[src/inc/dlfs_pkg.sv]
package dlfs_pkg;
	// ==========================================
	// apb register map (byte addresses)
	localparam logic [7:0] ADDR_STATUS = 8'h00;
	localparam logic [7:0] ADDR_IRQ_STATUS = 8'h04;
	localparam logic [7:0] ADDR_IRQ_MASK = 8'h08;
	localparam logic [7:0] ADDR_CONTROL = 8'h0C;
	localparam logic [7:0] ADDR_ROLLBACK = 8'h10;
	// ==========================================
	// control register fields
	localparam int CTRL_EN0 = 0;
	localparam int CTRL_EN1 = 1;
	localparam int CTRL_SS_TIED = 2;
	localparam logic [31:0] CTRL_RESET = 32'h0000_0003;
	localparam logic [7:0] IRQ_MASK_RESET = 8'h00;
	// ==========================================
	// event / status bit positions
	localparam int EV_SHORT0 = 0;
	localparam int EV_SHORT1 = 1;
	localparam int EV_OPEN0 = 2;
	localparam int EV_OPEN1 = 3;
	localparam int EV_SET_FAULT = 4;
	localparam int EV_THERM_SD = 5;
	localparam int EV_SINGLE0 = 6;
	localparam int EV_SINGLE1 = 7;
	localparam int NUM_EVENTS = 8;
	// ==========================================
	// timing
	localparam int CLK_HZ = 50_000_000;
	localparam int SLOW_TICK_NS = 1000;
	localparam int SLOW_TICK_CYCLES = (SLOW_TICK_NS * (CLK_HZ / 1_000_000)) / 1000;
	localparam int FILTER_TIME_US = 32;
	localparam int FILTER_TICKS = (FILTER_TIME_US * 1000) / SLOW_TICK_NS;
	// ==========================================
	// thermal constants
	localparam logic [7:0] TEMP_ROLLBACK = 8'h91;   // 145 C
	localparam logic [7:0] TEMP_SHUTDOWN = 8'hA5;   // 165 C
	localparam logic [7:0] TEMP_RESTART = 8'h8C;    // 140 C
	localparam logic [7:0] ROLLBACK_GAIN = 8'h31;   // 49
	// ==========================================
	// channel drive states
	typedef enum logic [3:0] {
		DLFS_DRV_OFF = 4'b0001,
		DLFS_DRV_FULL = 4'b0010,
		DLFS_DRV_RECOVER = 4'b0100,
		DLFS_DRV_ROLLBACK = 4'b1000
	} dlfs_drive_t;
	// raw analog comparator results for one channel
	typedef struct packed {
		logic out_below_short;
		logic out_above_short_hy;
		logic head_below_short;
		logic head_below_open;
		logic head_above_open_hy;
		logic st_below;
		logic st_above_hy;
		logic set_pin_bad;
	} dlfs_comp_t;
endpackage

[src/rtl/dlfs_tick.sv]
`timescale 1ns/1ps
`default_nettype none
module dlfs_tick import dlfs_pkg::*; #(
	parameter int DIV = SLOW_TICK_CYCLES
) (
	// clock and reset
	input wire logic pclk,
	input wire logic presetn,
	// slow enable pulse
	output logic tick
);
	logic [15:0] cnt;
	// ==========================================
	// divider for the slow persistence clock
	always_ff @(posedge pclk or negedge presetn) begin
		if (!presetn) begin
			cnt <= 16'h0000;
			tick <= 1'b0;
		end else if (cnt == 16'(DIV - 1)) begin
			cnt <= 16'h0000;
			tick <= 1'b1;
		end else begin
			cnt <= cnt + 16'h0001;
			tick <= 1'b0;
		end
	end
endmodule
`default_nettype wire

[src/rtl/dlfs_filter.sv]
`timescale 1ns/1ps
`default_nettype none
module dlfs_filter import dlfs_pkg::*; #(
	parameter int TICKS = FILTER_TICKS
) (
	// clock and reset
	input wire logic pclk,
	input wire logic presetn,
	input wire logic tick,
	// raw condition and release
	input wire logic raw,
	input wire logic release_ok,
	// qualified fault
	output logic fault
);
	logic [15:0] cnt;
	// ==========================================
	// persistence counter restarts
	always_ff @(posedge pclk or negedge presetn) begin
		if (!presetn) begin
			cnt <= 16'h0000;
		end else if (!raw || fault) begin
			cnt <= 16'h0000;
		end else if (tick && cnt != 16'(TICKS)) begin
			cnt <= cnt + 16'h0001;
		end
	end
	// qualify after filter time, release on hysteresis
	always_ff @(posedge pclk or negedge presetn) begin
		if (!presetn) begin
			fault <= 1'b0;
		end else if (!fault && raw && cnt == 16'(TICKS)) begin
			fault <= 1'b1;
		end else if (fault && release_ok) begin
			fault <= 1'b0;
		end
	end
endmodule
`default_nettype wire

[src/rtl/dlfs_supervisor.sv]
`timescale 1ns/1ps
`default_nettype none
// Operation
// - short qualified when output or headroom low for filter time
// - short channel goes to 4mA recovery, other channel off
// - any short, open, set-pin or thermal fault pulls fault flag low
// - short clears above threshold plus hysteresis, normal drive returns
// - open qualified on low headroom for filter time; 4mA, other off
// - open clears above open threshold plus hysteresis
// - set-pin open or short turns both channels off with fault flag
// - any driver holding shared fault line low turns off every channel not in 4mA recovery
// - between rollback and shutdown temps, current drops by 49 per degree over resistor
// - above shutdown temperature both channels off and fault flag low
// - in thermal shutdown enables ignored until below restart temperature
// - single-short sense low drives single-short flag, normal sourcing kept
// - single-short flag tied to fault line: healthy off, faulty at 4mA
// - single-short qualified only after filter time
module dlfs_supervisor import dlfs_pkg::*; #(
	parameter int FILTER = FILTER_TICKS,
	parameter int TICK_DIV = SLOW_TICK_CYCLES
) (
	// apb slave
	input wire logic pclk,
	input wire logic presetn,
	input wire logic psel,
	input wire logic penable,
	input wire logic pwrite,
	input wire logic [7:0] paddr,
	input wire logic [31:0] pwdata,
	output logic [31:0] prdata,
	output logic pready,
	output logic pslverr,
	// analog comparator results per channel
	input wire logic [1:0] channel_enable_pin,
	input wire dlfs_comp_t comp0,
	input wire dlfs_comp_t comp1,
	input wire logic [7:0] die_temp,
	// shared open-drain fault line (oe low = driving low)
	input wire logic fault_flag_n_in,
	output logic fault_flag_n_out,
	output logic fault_flag_n_oe_n,
	// single-short open-drain flag
	input wire logic single_short_flag_n_in,
	output logic single_short_flag_n_out,
	output logic single_short_flag_n_oe_n,
	// channel drive
	output dlfs_drive_t drive0,
	output dlfs_drive_t drive1,
	output logic [7:0] rollback_step,
	// interrupt
	output logic irq
);
	logic tick;
	logic [1:0] short_q;
	logic [1:0] open_q;
	logic [1:0] single_q;
	logic [1:0] set_bad;
	logic therm_sd;
	logic [31:0] ctrl;
	logic [7:0] irq_status;
	logic [7:0] irq_mask;
	logic [7:0] events;
	logic [7:0] ev_prev;
	logic own_fault;
	logic line_low;
	logic ss_tied_low;
	logic [1:0] en;
	logic in_rollback;
	logic [15:0] rb_calc;
	dlfs_comp_t comp [2];
	logic apb_wr;
	logic apb_rd;
	dlfs_drive_t next_drive0;
	dlfs_drive_t next_drive1;

	assign comp[0] = comp0;
	assign comp[1] = comp1;

	// ==========================================
	// slow persistence enable
	dlfs_tick #(
		.DIV(TICK_DIV)
	) u_tick (
		.pclk(pclk),
		.presetn(presetn),
		.tick(tick)
	);

	// ==========================================
	// per-channel fault filters
	// a qualified fault latches until its own release comparator reports the hysteresis level,
	// so a pin hovering on a threshold cannot make the flag chatter
	for (genvar c = 0; c < 2; c++) begin : g_ch
		dlfs_filter #(
			.TICKS(FILTER)
		) u_short (
			.pclk(pclk),
			.presetn(presetn),
			.tick(tick),
			.raw(comp[c].out_below_short | comp[c].head_below_short),
			.release_ok(comp[c].out_above_short_hy),
			.fault(short_q[c])
		);
		dlfs_filter #(
			.TICKS(FILTER)
		) u_open (
			.pclk(pclk),
			.presetn(presetn),
			.tick(tick),
			.raw(comp[c].head_below_open),
			.release_ok(comp[c].head_above_open_hy),
			.fault(open_q[c])
		);
		dlfs_filter #(
			.TICKS(FILTER)
		) u_single (
			.pclk(pclk),
			.presetn(presetn),
			.tick(tick),
			.raw(comp[c].st_below),
			.release_ok(comp[c].st_above_hy),
			.fault(single_q[c])
		);
		assign set_bad[c] = comp[c].set_pin_bad;
	end

	// ==========================================
	// thermal shutdown with restart hysteresis
	// the gap between shutdown and restart levels stops the channels cycling at the trip point
	// shutdown entry
	always_ff @(posedge pclk or negedge presetn) begin
		if (!presetn) begin
			therm_sd <= 1'b0;
		end else if (die_temp > TEMP_SHUTDOWN) begin
			therm_sd <= 1'b1;
		end else if (die_temp < TEMP_RESTART) begin
			therm_sd <= 1'b0;
		end
	end

	assign in_rollback = (die_temp >= TEMP_ROLLBACK) && !therm_sd;
	assign rb_calc = 16'(die_temp - TEMP_ROLLBACK) * 16'(ROLLBACK_GAIN);
	always_ff @(posedge pclk or negedge presetn) begin
		if (!presetn) begin
			rollback_step <= 8'h00;
		end else if (in_rollback) begin
			rollback_step <= (rb_calc > 16'h00FF) ? 8'hFF : rb_calc[7:0];
		end else begin
			rollback_step <= 8'h00;
		end
	end

	// ==========================================
	// fault flags
	// own faults pull flag low
	assign own_fault = (|short_q) | (|open_q) | (|set_bad) | therm_sd;
	assign fault_flag_n_out = 1'b0;
	// a tied single-short flag holds the shared line low too, so parallel drivers shut down
	assign fault_flag_n_oe_n = !(own_fault | ss_tied_low);
	assign single_short_flag_n_out = 1'b0;
	assign single_short_flag_n_oe_n = !(|single_q);
	assign line_low = !fault_flag_n_in;
	assign ss_tied_low = ctrl[CTRL_SS_TIED] && (|single_q);
	assign en = therm_sd ? 2'b00 : (channel_enable_pin & ctrl[CTRL_EN1:CTRL_EN0]);

	// ==========================================
	// drive state selection
	// priority: blocked, own fault, other fault, tied single short, shared line, rollback, full;
	// every input arrives as an argument so the combinational process sees all it depends on
	function automatic dlfs_drive_t pick(
			input logic en_c,
			input logic blocked,
			input logic self_f,
			input logic other_f,
			input logic tied,
			input logic single_self,
			input logic line,
			input logic roll);
		dlfs_drive_t d;
		d = DLFS_DRV_OFF;
		if (!en_c || blocked) begin
			d = DLFS_DRV_OFF;
		end else if (self_f) begin
			d = DLFS_DRV_RECOVER;
		end else if (other_f) begin
			d = DLFS_DRV_OFF;
		end else if (tied) begin
			d = single_self ? DLFS_DRV_RECOVER : DLFS_DRV_OFF;
		end else if (line) begin
			d = DLFS_DRV_OFF;
		end else if (roll) begin
			d = DLFS_DRV_ROLLBACK;
		end else begin
			d = DLFS_DRV_FULL;
		end
		return d;
	endfunction

	always_comb begin
		next_drive0 = pick(en[0], therm_sd | (|set_bad), short_q[0] | open_q[0], short_q[1] | open_q[1],
			ss_tied_low, single_q[0], line_low, in_rollback);
		next_drive1 = pick(en[1], therm_sd | (|set_bad), short_q[1] | open_q[1], short_q[0] | open_q[0],
			ss_tied_low, single_q[1], line_low, in_rollback);
	end
	always_ff @(posedge pclk or negedge presetn) begin
		if (!presetn) begin
			drive0 <= DLFS_DRV_OFF;
			drive1 <= DLFS_DRV_OFF;
		end else begin
			drive0 <= next_drive0;
			drive1 <= next_drive1;
		end
	end

	// ==========================================
	// event capture (rising edge of each qualified fault)
	assign events = {single_q, therm_sd, |set_bad, open_q, short_q};
	always_ff @(posedge pclk or negedge presetn) begin
		if (!presetn) begin
			ev_prev <= 8'h00;
		end else begin
			ev_prev <= events;
		end
	end

	// ==========================================
	// apb slave, zero wait state
	assign apb_wr = psel && penable && pwrite;
	assign apb_rd = psel && !pwrite;
	assign pready = 1'b1;
	assign pslverr = 1'b0;

	// sticky status, set wins over write-one-clear
	// an event landing in the same cycle as a clear keeps its bit, so no event is lost
	always_ff @(posedge pclk or negedge presetn) begin
		if (!presetn) begin
			irq_status <= 8'h00;
		end else if (apb_wr && paddr == ADDR_IRQ_STATUS) begin
			irq_status <= (irq_status & ~pwdata[7:0]) | (events & ~ev_prev);
		end else begin
			irq_status <= irq_status | (events & ~ev_prev);
		end
	end
	// mask and control registers
	// only the three defined control bits are kept, the rest read back as zero
	always_ff @(posedge pclk or negedge presetn) begin
		if (!presetn) begin
			irq_mask <= IRQ_MASK_RESET;
			ctrl <= CTRL_RESET;
		end else if (apb_wr) begin
			if (paddr == ADDR_IRQ_MASK) begin
				irq_mask <= pwdata[7:0];
			end
			if (paddr == ADDR_CONTROL) begin
				ctrl <= {29'h0, pwdata[2:0]};
			end
		end
	end
	assign irq = |(irq_status & irq_mask);

	// read data, registered at setup
	// loading at setup lets the word already stand in the access phase with no wait state
	always_ff @(posedge pclk or negedge presetn) begin
		if (!presetn) begin
			prdata <= 32'h0000_0000;
		end else if (apb_rd && !penable) begin
			case (paddr)
				ADDR_STATUS: begin
					prdata <= {24'h0, events};
				end
				ADDR_IRQ_STATUS: begin
					prdata <= {24'h0, irq_status};
				end
				ADDR_IRQ_MASK: begin
					prdata <= {24'h0, irq_mask};
				end
				ADDR_CONTROL: begin
					prdata <= ctrl;
				end
				ADDR_ROLLBACK: begin
					prdata <= {16'h0, drive1, drive0, rollback_step};
				end
				default: begin
					prdata <= 32'h0000_0000;
				end
			endcase
		end
	end
endmodule
`default_nettype wire

[config.mk]
export PLATFORM = sky130hd
export DESIGN_NAME = dlfs_supervisor
export DESIGN_NICKNAME = d
export VERILOG_FILES = /design/src/inc/dlfs_pkg.sv /design/src/rtl/dlfs_tick.sv /design/src/rtl/dlfs_filter.sv /design/src/rtl/dlfs_supervisor.sv
export SDC_FILE = /design/constraint.sdc
export NUM_CORES = 1
export LEC_CHECK = 0
export ABC_AREA = 1
export BUFFER_PORTS_ARGS = -buffer_cell sky130_fd_sc_hd__buf_2
export CAP_MARGIN = 40
export CORE_UTILIZATION = 64
export CTS_CLUSTER_SIZE = 8
export DETAILED_ROUTE_END_ITERATION = 8
export PLACE_DENSITY = 0.86
export SKIP_LAST_GASP = 1
export SYNTH_ARGS = -nofsm -noshare
export SYNTH_HDL_FRONTEND = slang
export SYNTH_SLANG_ARGS = --single-unit
[constraint.sdc]
create_clock -name pclk -period 2.5 [get_ports pclk]
set_input_delay 0.125 -clock pclk [delete_from_list [all_inputs] [get_ports pclk]]
set_output_delay 0.125 -clock pclk [all_outputs]
set_load 0.005 [all_outputs]
# Yosys cells after proc, flatten, opt, wreduce, memory -nomap -nowiden
# Cells that the tools add are included.
[classes]
n_eq_ne = 17
magnitude_cmp = 4
n_mul = 1
n_reduce_logical = 79
bitwise = 17
mux = 45
n_addsub = 8
[ops]
columns = ["op", "n"]
rows = [
  ["two-way mux 16 bit", 13],
  ["adder 16 x 1 -> 16 bit (second input constant)", 7],
  ["== test 16 x 6 -> 1 bit (second input constant)", 7],
  ["!= test 16 x 6 -> 1 bit (second input constant)", 6],
  ["case mux 16 bit (5 select lines)", 1],
  ["two-way mux 4 bit", 10],
  ["logical AND 1 bit", 31],
  ["nonzero test 2 bit", 13],
  ["bitwise AND 8 bit", 3],
  ["two-way mux 8 bit", 3],
  ["zero test 1 bit", 19],
  ["== test 8 x 4 -> 1 bit (second input constant)", 2],
  ["> comparator 16 x 8 -> 1 bit (second input constant)", 1],
  ["multiplier 9 x 7 -> 16 bit (second input constant)", 1],
  ["NOT 8 bit", 2],
  ["bitwise OR 8 bit", 2],
  ["two-way mux 1 bit", 15],
  ["bitwise OR 1 bit", 9],
  ["subtractor 8 x 8 -> 9 bit (second input constant)", 1],
  ["== test 8 x 3 -> 1 bit (second input constant)", 1],
  ["== test 8 x 5 -> 1 bit (second input constant)", 1],
  [">= comparator 8 bit (second input constant)", 1],
  ["> comparator 8 bit (second input constant)", 1],
  ["zero test 8 bit", 1],
  ["8 further kinds", 20],
]
[totals]
out_inout_bits = 55
input_bits = 73
regBits = 195
word_cells = 194

# Logic depth before layout (Yosys ltp)
# Gate-level depths: netlist of run 1.
[logic_depth]
word_depth = 8
depth_mapped = 26
ltp_nobuf = 26

# Cells and area by module
# Synthesis of run 1 repeated with hierarchy kept, for this count alone.
[hier_totals]
cells_unflattened = 1628
area_unflattened_um2 = 11890.2
[by_module_without_submodules]
columns = ["module", "area_per_inst_um2", "cells_each", "seq_area_each_um2", "instances"]
rows = [
  ["dlfs_filter at g_ch[0].u_open ...", 1129.8, 159, 425.4, 5],
  ["dlfs_supervisor", 4216.5, 556, 1506.4, 1],
  ["dlfs_filter at g_ch[1].u_single", 1102.3, 163, 425.4, 1],
  ["dlfs_tick", 922.1, 114, 425.4, 1],
]

# Worst setup path before layout of run 1
# Ideal clock, no wire load.
[synth_path]
kind = "in2reg"
from = "in die_temp[2]"
to = "reg rollback_step[7]"
slack_ps = -1194
arrival_ps = 3581
cell_stages = 25
setup_time_ps = 113
required_time_ps = 2387
cell_sequence = "nor3_1 > inv_1 > or2_1 > nand2_1 > nand2_1 > nand2_1 > nand2_1 > inv_1 > ha_1 > fa_1 > ha_1 > inv_1 > fa_1 > inv_1 > ha_1 > nand2_1 > inv_1 > a21oi_1 > nand3_1 > nand2_1 > nand2_1 > nor2_2 > nand4_1 > nand2_1 > inv_1"
[synth_via]
elab_chain_cells = 5
elab_cells_between_ends = 7
classes_between = "add/sub (1); mul (1); order compare (2); mux (2); reduce/logical (1)"
[synth_lines]
columns = ["item", "line_no", "source"]
rows = [
  ["start: declaration", "dlfs_supervisor.sv:37", "input wire logic [7:0] die_temp,"],
  ["subtractor 8 x 8 -> 9 bit", "dlfs_supervisor.sv:142", "assign rb_calc = 16'(die_temp - TEMP_ROLLBACK) * 16'(ROLLBACK_GAIN);"],
  ["multiplier 9 x 7 -> 16 bit", "dlfs_supervisor.sv:142", ""],
  ["> comparator 16 x 8 -> 1 bit", "dlfs_supervisor.sv:147", "rollback_step <= (rb_calc > 16'h00FF) ? 8'hFF : rb_calc[7:0];"],
  ["two-way mux 8 bit", "dlfs_supervisor.sv:147", ""],
  ["two-way mux 8 bit *", "dlfs_supervisor.sv:146", "end else if (in_rollback) begin"],
  ["end signal: assignment", "dlfs_supervisor.sv:147", ""],
  ["end: declaration", "dlfs_supervisor.sv:49", "output logic [7:0] rollback_step,"],
]
# Mark *: on every way between the ends. The rest lies on a longest branch, timed or not.
# A chain may end at the register's enable or synchronous reset.

# Worst setup path after layout of run 1
[layout_path]
from = "in die_temp[2]"
to = "reg rollback_step[4]"
# The elaborated chain is that of the path after synthesis.

==> metrics list, run 1 <==
- Total gr overflow: 0
* Critical Setup Path Class: input port to flip-flop
- Clock skew on the completed layout was measured at 10.32 ps.
- In the global route stage, met2 resource usage came out at 58.04%.
- Design Power: 7820 µW
* Worst setup SP type: input port
- Number of nets with antenna violations after detailed routing: 0
- The clock reaches the later pin of the worst-skew pair after 440 ps.
- Detailed placement ended at an HPWL of 20650 µm.
- For this configuration, the core starts out at a cell density of 66.20%.
* Worst hold start: channel_enable_pin[1]
* Met1 track demand over resource: 41.85%
* Critical Path AT: 3800 ps
- Bufs on Longest Clock Path: 2
* Main synth FF type: sky130_fd_sc_hd__dfrtp_1
- Highest ir drop seen on vdd: 0.5797 mV
* Violations in the final reports: setup timing
- Fraction of the yosys area taken by sequential cells: 40.41%
* Initial antenna violation count: 0
- Drt first pass iters: 5
* Die height: 133.7 µm
* Number of DRC markers in iteration 0: 971
- After layout, the minimum clock period comes to 3471 ps.
* Slew Viols, Final: 0
- Capturing point of the worst reg2reg path: g_ch[1].u_short.cnt[12]
* Via count of the first global-routing pass: 10.18k
* Core region area: 16760 µm²
- The run finished, with violations left.
* Final setup violation count: 8
* Max-slew headroom: 47.82%
- Remaining DRCs: 0
- RSZ-0062 raised after global routing: true
* Worst Setup End Kind: flip-flop
- Met3 Track Usage GR: 7.534%
- Number of warnings reported in the yosys synthesis log: 0
- #FFs+latches synth: 179
- The number of different library cells used by synthesis comes to 44.
- Post-synth EDFFs: 0
* Final Cycle Share: 138.8%
* Count of port buffers added during placement: 82
- Mean routed wirelength per cell: 16.29 µm
* Die width: 133.7 µm
- After synthesis, the share of flip-flops with an asynchronous set or reset is 100.0%.
- In the final layout, the share of cells above drive strength 1 is 15.43%.
* Slew at the pin with the worst max-slew slack: 775.7 ps
- Peak per-stage delay on the critical path: 490 ps
- Final cell utilization of the core: 78.21%
* Post-DP Area: 12130 µm²
- Final number of hold-violating endpoints: 0
* R2r worst-path depth: 9
- On the critical path, the stage with the largest delay is an instance of sky130_fd_sc_hd__fa_1.
- Data required time of the critical path: 2830 ps
* Standard-cell row count: 47
- CTS sink cnt: 179
- The die covers 17870 µm².
- Clock-pin slew on the worst setup and hold paths: 60 ps
* Via count: 10.72k
* Max Cap Viol: 0
* First-pass GRT wire length: 48140 µm
- Derived from the worst setup path, the maximum achievable clock frequency is 288.1 MHz.
- Start of the worst register-to-register path: g_ch[1].u_short.cnt[0]
- The tightest min-delay check is of the input port to flip-flop type.
* Post-Synthesis Cell Area: 11100 µm²
- Hold Path Sink: drive1[1]
- Slack of the critical path: -971.1 ps
- Placer congestion estimate: 0.9481
- Global routing used 33.89% of the available tracks across all layers.
- Buffers inserted during clock tree synthesis total 17.
* Total inserted antenna cells: 0
- After routing the design area is 13110 µm².
- In this run, placement finished with an instance count of 1796.
* Post-detailed-route via-to-cell ratio: 5.803
- Compared with the post-synthesis result, the final layout area differs by 18.13%.
* Syn_area_per_cell: 7.553 µm²
* Cell Pwr Density: 596.6 nW/µm²
- After the last flow step, the layout net total stands at 1743.
- The finished layout holds 1847 standard cells, fillers aside.
- The cell count after synthesis came out at 1469.
* Overall routed net length: 30090 µm
- Entering global routing, the biggest net connects 68 pins.
* CTS tree: done
* Most common cell on crit path: sky130_fd_sc_hd__inv_2
- Number of primary I/O pins: 128
- Count of H-tree levels built during CTS: 4
- Root buffer cell: sky130_fd_sc_hd__clkbuf_16
- Counting instances, the worst hold path has a depth of 3.
- The layer flagged by global routing as most heavily used is met2.
- Leak: 0.006389 µW
- Peak fanout along the critical path: 8
- The setup check on the worst reg-to-reg path leaves a slack of 360 ps.
[logic make-up (layout without fill, tap and decap cells)]
logic type	count (synthesis)	in the layout	share of synthesized area [%]
buffers and inverters	283	422	10.51
other	2	21	0.06768
xor gates and xnor gates	54	54	4.262
adders and majority gates	56	56	6.856
DFF	179	179	40.41
and+or+nand+nor	706	706	28.48
AOI/OAI and AO/OA	189	189	9.405
[routing by layer]
| metal | vias to the layer above | routed length, µm |
|---|---|---|
| li1 | 5073 | - |
| met1 | 5069 | 12100 |
| met2 | 480 | 14610 |
| met3 | 97 | 2397 |
| met4 | 0 | 980 |
| met5 | - | 0 |
[metrics by stage]
| stage | worst slack [ps] | setup TNS, ps | hold WS [ps] |
|---|---|---|---|
| floorplan | -950.8 | -7523 | -170.6 |
| global placement | -1276 | -10100 | 163.4 |
| detailed placement | -1423 | -11200 | 168.5 |
| CTS | -845.7 | -6484 | 7.021 |
| global route | -1194 | -9351 | 9.319 |
| finish | -971.1 | -7592 | 5.547 |
[placed cells by master (no fill, tap or decap), drive strengths merged, types with 2 or more instances in the layout]
cell type,instances
nand3,111
nand3b,3
dfstp,4
a21boi,2
o21ai,137
dlygate4sd3,11
o31ai,21
xnor2,12
buf,138
ha,48
nand4,77
inv,239
or2,5
o22ai,12
nand2,325
clkbuf,24
a21oi,13
xor2,42
fa,8
nor3,51
conb,21
bufinv,3
nor4,17
dfrtp,175
nor2,115
clkinv,6
nor3b,2
[repair_timing]
action | in CTS | in global routing
hold endpoints to repair | 75 | 0
buffers inserted | 5 | 3
hold buffers | 11 | 0
setup endpoints to repair | 8 | 8
pin swaps | 24 | 25
resized for setup | 22 | 25
[cell type report]
cell class	instances	area (µm²)
clock buffers	24	491.7
clock inverters	8	125.1
fillers	1154	3652
inverters	241	904.6
multi-input cells	1026	5838
flip-flops and latches	179	4484
well taps	220	275.3
repair buffers	149	988.4
[worst max path at each step]
stage,end,cells after the start,start
global placement,rollback_step[7],24,die_temp[0]
floorplan,rollback_step[7],23,die_temp[2]
detailed placement,rollback_step[4],25,die_temp[2]
global route,rollback_step[4],26,die_temp[2]
CTS,rollback_step[4],25,die_temp[1]
finish,rollback_step[4],25,die_temp[2]
[synthesized netlist by cell type, types with 12 or more instances]
cell / number / area share, %
sky130_fd_sc_hd__xor2_1: 42 / 3.3
sky130_fd_sc_hd__a21oi_1: 12 / 0.54
sky130_fd_sc_hd__nor3_1: 49 / 2.2
sky130_fd_sc_hd__nand3_1: 110 / 5.0
sky130_fd_sc_hd__buf_4: 21 / 1.4
sky130_fd_sc_hd__ha_1: 48 / 5.4
sky130_fd_sc_hd__dfrtp_1: 175 / 39
sky130_fd_sc_hd__nand2_1: 324 / 11
sky130_fd_sc_hd__o21ai_0: 134 / 6.0
sky130_fd_sc_hd__nor4_1: 17 / 0.96
sky130_fd_sc_hd__o31ai_1: 21 / 1.4
sky130_fd_sc_hd__xnor2_1: 12 / 0.95
sky130_fd_sc_hd__inv_1: 237 / 8.0
sky130_fd_sc_hd__o22ai_1: 12 / 0.68
sky130_fd_sc_hd__nand4_1: 77 / 4.3
sky130_fd_sc_hd__nor2_1: 108 / 3.7
[report_power, final]
group / internal [µW] / switching [µW] / total (µW)
sequential: 2920 / 24.5 / 2950
combinational: 837 / 1230 / 2060
clock: 1680 / 1130 / 2810
total: 5440 / 2380 / 7820
[flip-flops by register name (all words and copies together) (netlist names), 3 cells and up]
name and flops:
ev_prev 8, prdata 16, irq_status 8, g_ch.u_single.cnt 32, g_ch.u_open.cnt 32, g_ch.u_short.cnt 32
drive0 4, drive1 4, ctrl 3, u_tick.cnt 16, rollback_step 8, irq_mask 8
[critical path: cells and delay by family]
family / cells / cell delay (ps)
AOI/OAI and AO/OA: 1 / 50
adders and majority gates: 5 / 1710
and+or+nand+nor: 11 / 1380
buffers and inverters: 8 / 510
Power figures use the tool's default switching activity.
==> inputs of run 2 (changes only) <==
--- a/config.mk
+++ b/config.mk
@@ -6,11 +6,11 @@
 export NUM_CORES = 1
 export LEC_CHECK = 0
 export ABC_AREA = 1
-export BUFFER_PORTS_ARGS = -buffer_cell sky130_fd_sc_hd__buf_2
 export CAP_MARGIN = 40
-export CORE_UTILIZATION = 64
+export CORE_UTILIZATION = 70
 export CTS_CLUSTER_SIZE = 8
 export DETAILED_ROUTE_END_ITERATION = 8
+export DONT_BUFFER_PORTS = 1
 export PLACE_DENSITY = 0.86
 export SKIP_LAST_GASP = 1
 export SYNTH_ARGS = -nofsm -noshare
==> run 2 against run 1 <==
The run ends with hold timing, setup timing left. Final area down 2.5%. Worst setup slack better by 40 ps. First-iteration DRC count grew 16%. Utilization increased by 5.3 points. Largest power group unchanged.
==> metrics list, run 2 (synthesis results as in run 1) <==
* Final number of hold-violating endpoints: 179 (was 0)
- Post-DP Area: 11630 µm² (was 12130 µm²)
* Post-Place Cells: 1699 (was 1796)
- Data required time of the critical path: 2850 ps (was 2830 ps)
- The detailed placer's ending HPWL was 19350 µm (was 20650 µm).
- The global-route usage over all layers came to 38.00% (was 33.89%).
- Violations in the final reports: hold timing, setup timing (was setup timing).
- Placer congestion estimate: 0.9439 (was 0.9481)
* CTS sink cnt: 179 (unchanged)
* Number of inserted filler cells in the final layout: 933 (was 1154)
* Die width: 127.9 µm (was 133.7 µm)
- Overall routed net length: 30680 µm (was 30090 µm)
* Leak: 0.006080 µW (was 0.006389 µW)
- Final TNS setup: -7002 ps (was -7592 ps)
- Die height: 127.9 µm (was 133.7 µm)
- Slew at the pin with the worst max-slew slack: 731.3 ps (was 775.7 ps)
- Leading cell types in the layout, fill and taps excluded: sky130_fd_sc_hd__nand2_1, sky130_fd_sc_hd__inv_1, sky130_fd_sc_hd__dfrtp_1, sky130_fd_sc_hd__o21ai_0, sky130_fd_sc_hd__nand3_1 (unchanged)
* Worst setup SP type: input port (unchanged)
* Inserted Clock Buffers: 17 (unchanged)
- Standard-cell row count: 45 (was 47)
- The sum of buffers and inverters on the critical path was 4 (was 8).
- The worst hold-check path type is input port to async pin (was input port to flip-flop).
* Final setup violation count: 8 (unchanged)
* First-pass GRT wire length: 48910 µm (was 48140 µm)
* Number of primary I/O pins: 128 (unchanged)
- Routed met3 length: 2442 µm (was 2397 µm)
- Critical Path AT: 3780 ps (was 3800 ps)
- The residual overflow from global routing was 0 (unchanged).
- The uppermost layer routed is met4 (unchanged).
- Storage element area: 4484 µm² (unchanged)
- The floorplan die area is 16360 µm² (was 17870 µm²).
* Non-filler cells, final: 1769 (was 1847)
* Highest ir drop seen on vdd: 0.6478 mV (was 0.5797 mV)
* Slack of the critical path: -931.3 ps (was -971.1 ps)
- The initial antenna violation count came to 2 (was 0).
* Net count, final: 1672 (was 1743)
- The detail-routed net length per standard cell is 17.34 µm (was 16.29 µm).
* Cell Pwr Density: 616.7 nW/µm² (was 596.6 nW/µm²)
- Worst Setup End Kind: flip-flop (unchanged)
- The max capacitance violation total is 0 (unchanged).
* Gate family responsible for the most delay along the worst path: adder cells (unchanged)
- The kind of critical path was input port to flip-flop (unchanged).
- Effective utilization at floorplan: 72.45% (was 66.20%)
- Status: finished, violations left (unchanged).
* Max-slew headroom: 50.81% (was 47.82%)
- Count of H-tree levels built during CTS: 4 (unchanged)
- Largest registers: g_ch.u_open.cnt: 32 flops, g_ch.u_short.cnt: 32 flops, g_ch.u_single.cnt: 32 flops (unchanged).
- The root buffer selected by CTS is sky130_fd_sc_hd__clkbuf_16 (unchanged).
- The share of final-layout standard cells stronger than drive strength 1 came to 10.73% (was 15.43%).
- The number of vias in the routed layout came to 10.79k (was 10.72k).
- Traced cell by cell, the critical path runs through nor3_4 > inv_2 > or2_4 > nand2_4 > xor2_4 > ha_1 > ha_1 > ha_1 > inv_1 > fa_1 > inv_2 > ha_4 > nand2_4 > nor2_4 > nand2_2 > nand3_2 > nand2_1 > nand3_1 > nand2_2 > nor2_4 > nand4_1 > nand2_1 > inv_1.
- Peak per-stage delay on the critical path: 530 ps (was 490 ps)
* Signed area change from the synthesized netlist to the final layout: 15.23% (was 18.13%)
- The count of input and output buffers is 0 (was 82).
- The maximum number of buffers from clock root to sink is 2 (unchanged).
* CTS tree: done (unchanged)
- The most common library cell in the layout ignoring fill and taps was sky130_fd_sc_hd__nand2_1 (unchanged).
- Clock-pin slew on the worst setup and hold paths: 70 ps (was 60 ps)
- Pin count of the biggest net entering global routing: 180 (was 68)
- The met1 wire length was 11810 µm (was 12100 µm).
* Slew Viols, Final: 0 (unchanged)
- The part of the cycle the worst path needs was 137.3% (was 138.8%).
- Area used by multi-input combinational logic: 5839 µm² (was 5838 µm²)
* RSZ-0062 raised after global routing: true (unchanged)
- The detailed-routed wire length on met2 is 15140 µm (was 14610 µm).
* Peak fanout along the critical path: 8 (unchanged)
* Number of nets with antenna violations after detailed routing: 0 (unchanged)
- The via count of the first global-routing pass is 10.22k (was 10.18k).
- The DRC violation count after routing is 0 (unchanged).
- Clock insertion delay at the later pin of the skew report: 450 ps (was 440 ps)
- Most common cell on crit path: sky130_fd_sc_hd__ha_1 (was sky130_fd_sc_hd__inv_2)
- The minimum clock period after layout was 3431 ps (was 3471 ps).
- Post-detailed-route via-to-cell ratio: 6.101 (was 5.803)
- Fmax achieved: 291.4 MHz (was 288.1 MHz)
- The first-iteration detailed-routing DRC count was 1124 (was 971).
* Critical-path cell with the highest stage delay: sky130_fd_sc_hd__fa_1 (unchanged)
- Drt first pass iters: 8 (was 5)
- The number of buffers added to fix hold violations after cts was 24 (was 11).
- Core region area: 15310 µm² (was 16760 µm²)
* Clk_skew: 8.461 ps (was 10.32 ps)
- Tightest hold margin: -633.2 ps (was 5.547 ps)
- The cell area after layout came to 12790 µm² (was 13110 µm²).
## run 2: cell count changes in the layout (fill, tap and decap cells not counted), sizes merged
cell         before  now
dlygate4sd3      11   24
bufinv            3    4
buf             138   54
diode             0    2
clkinvlp          1    0
## run 2: metal layers
layer | vias up | global-route usage [%]
li1 | 4929 | -
met2 | 601 | 63.91
met1 | 5126 | 47.05
met3 | 136 | 8.222
met4 | 0 | 17.37
met5 | - | 0
## run 2: area by class of cell
type	count	share of cell area, %
repair buffers	78	5.108
inverters	241	7.095
clock inverters	8	1.184
clock buffers	24	3.767
diodes	2	0.03914
flip-flops and latches	179	35.07
multi-input cells	1026	45.67
well taps	211	2.065
## run 2: report_power, final
group / internal [µW] / total [µW] / switching, µW
Clock: 1760 / 2900 / 1140
Combinational: 837 / 2030 / 1190
Sequential: 2930 / 2960 / 34.1
## run 2: stage by stage
| step | total power (µW) | hold slack [ps] | util [%] | setup WS [ps] |
|---|---|---|---|---|
| global route | 8191 | -645.6 | 83.49 | -1066 |
| finish | 7885 | -633.2 | 83.49 | -931.3 |
| global placement | 4498 | -167.0 | 75.95 | -1144 |
| CTS | 7668 | -633.5 | 82.71 | -740.7 |
| floorplan | 4123 | -170.6 | - | -950.8 |
| detailed placement | 4551 | -166.0 | 75.95 | -1271 |
## run 2: path summary, 6_finish.rpt
path / start / end / slack (ps) / cells past startpoint
max: die_temp[2] / rollback_step[7] / -930 / 23
min: presetn / g_ch[0].u_single.cnt[10] / -630 / 0
max reg2reg: therm_sd / therm_sd / 350 / 6
min reg2reg: g_ch[0].u_open.fault / ev_prev[2] / 420 / 0
max in group asynchronous: presetn / ctrl[1] / 2880 / 0
min in group pclk: comp1[2] / g_ch[1].u_single.fault / 0 / 2
## run 2: what timing repair did
item,CTS,global route
setup buffers,9,3
setup endpoints to repair,8,8
pin swaps,28,17
endpoints found under the hold margin,213,179
gates resized for setup,32,19
gates cloned,0,0
## run 2: worst reg2reg max path: stages, from the launching register on
cell                            delay, ps
sky130_fd_sc_hd__dfrtp_1              470
sky130_fd_sc_hd__o21ai_0              210
sky130_fd_sc_hd__a31oi_1              110
sky130_fd_sc_hd__nor2_1                90
sky130_fd_sc_hd__dlygate4sd3_1        560
sky130_fd_sc_hd__nor2_1                40
sky130_fd_sc_hd__dlygate4sd3_1        550
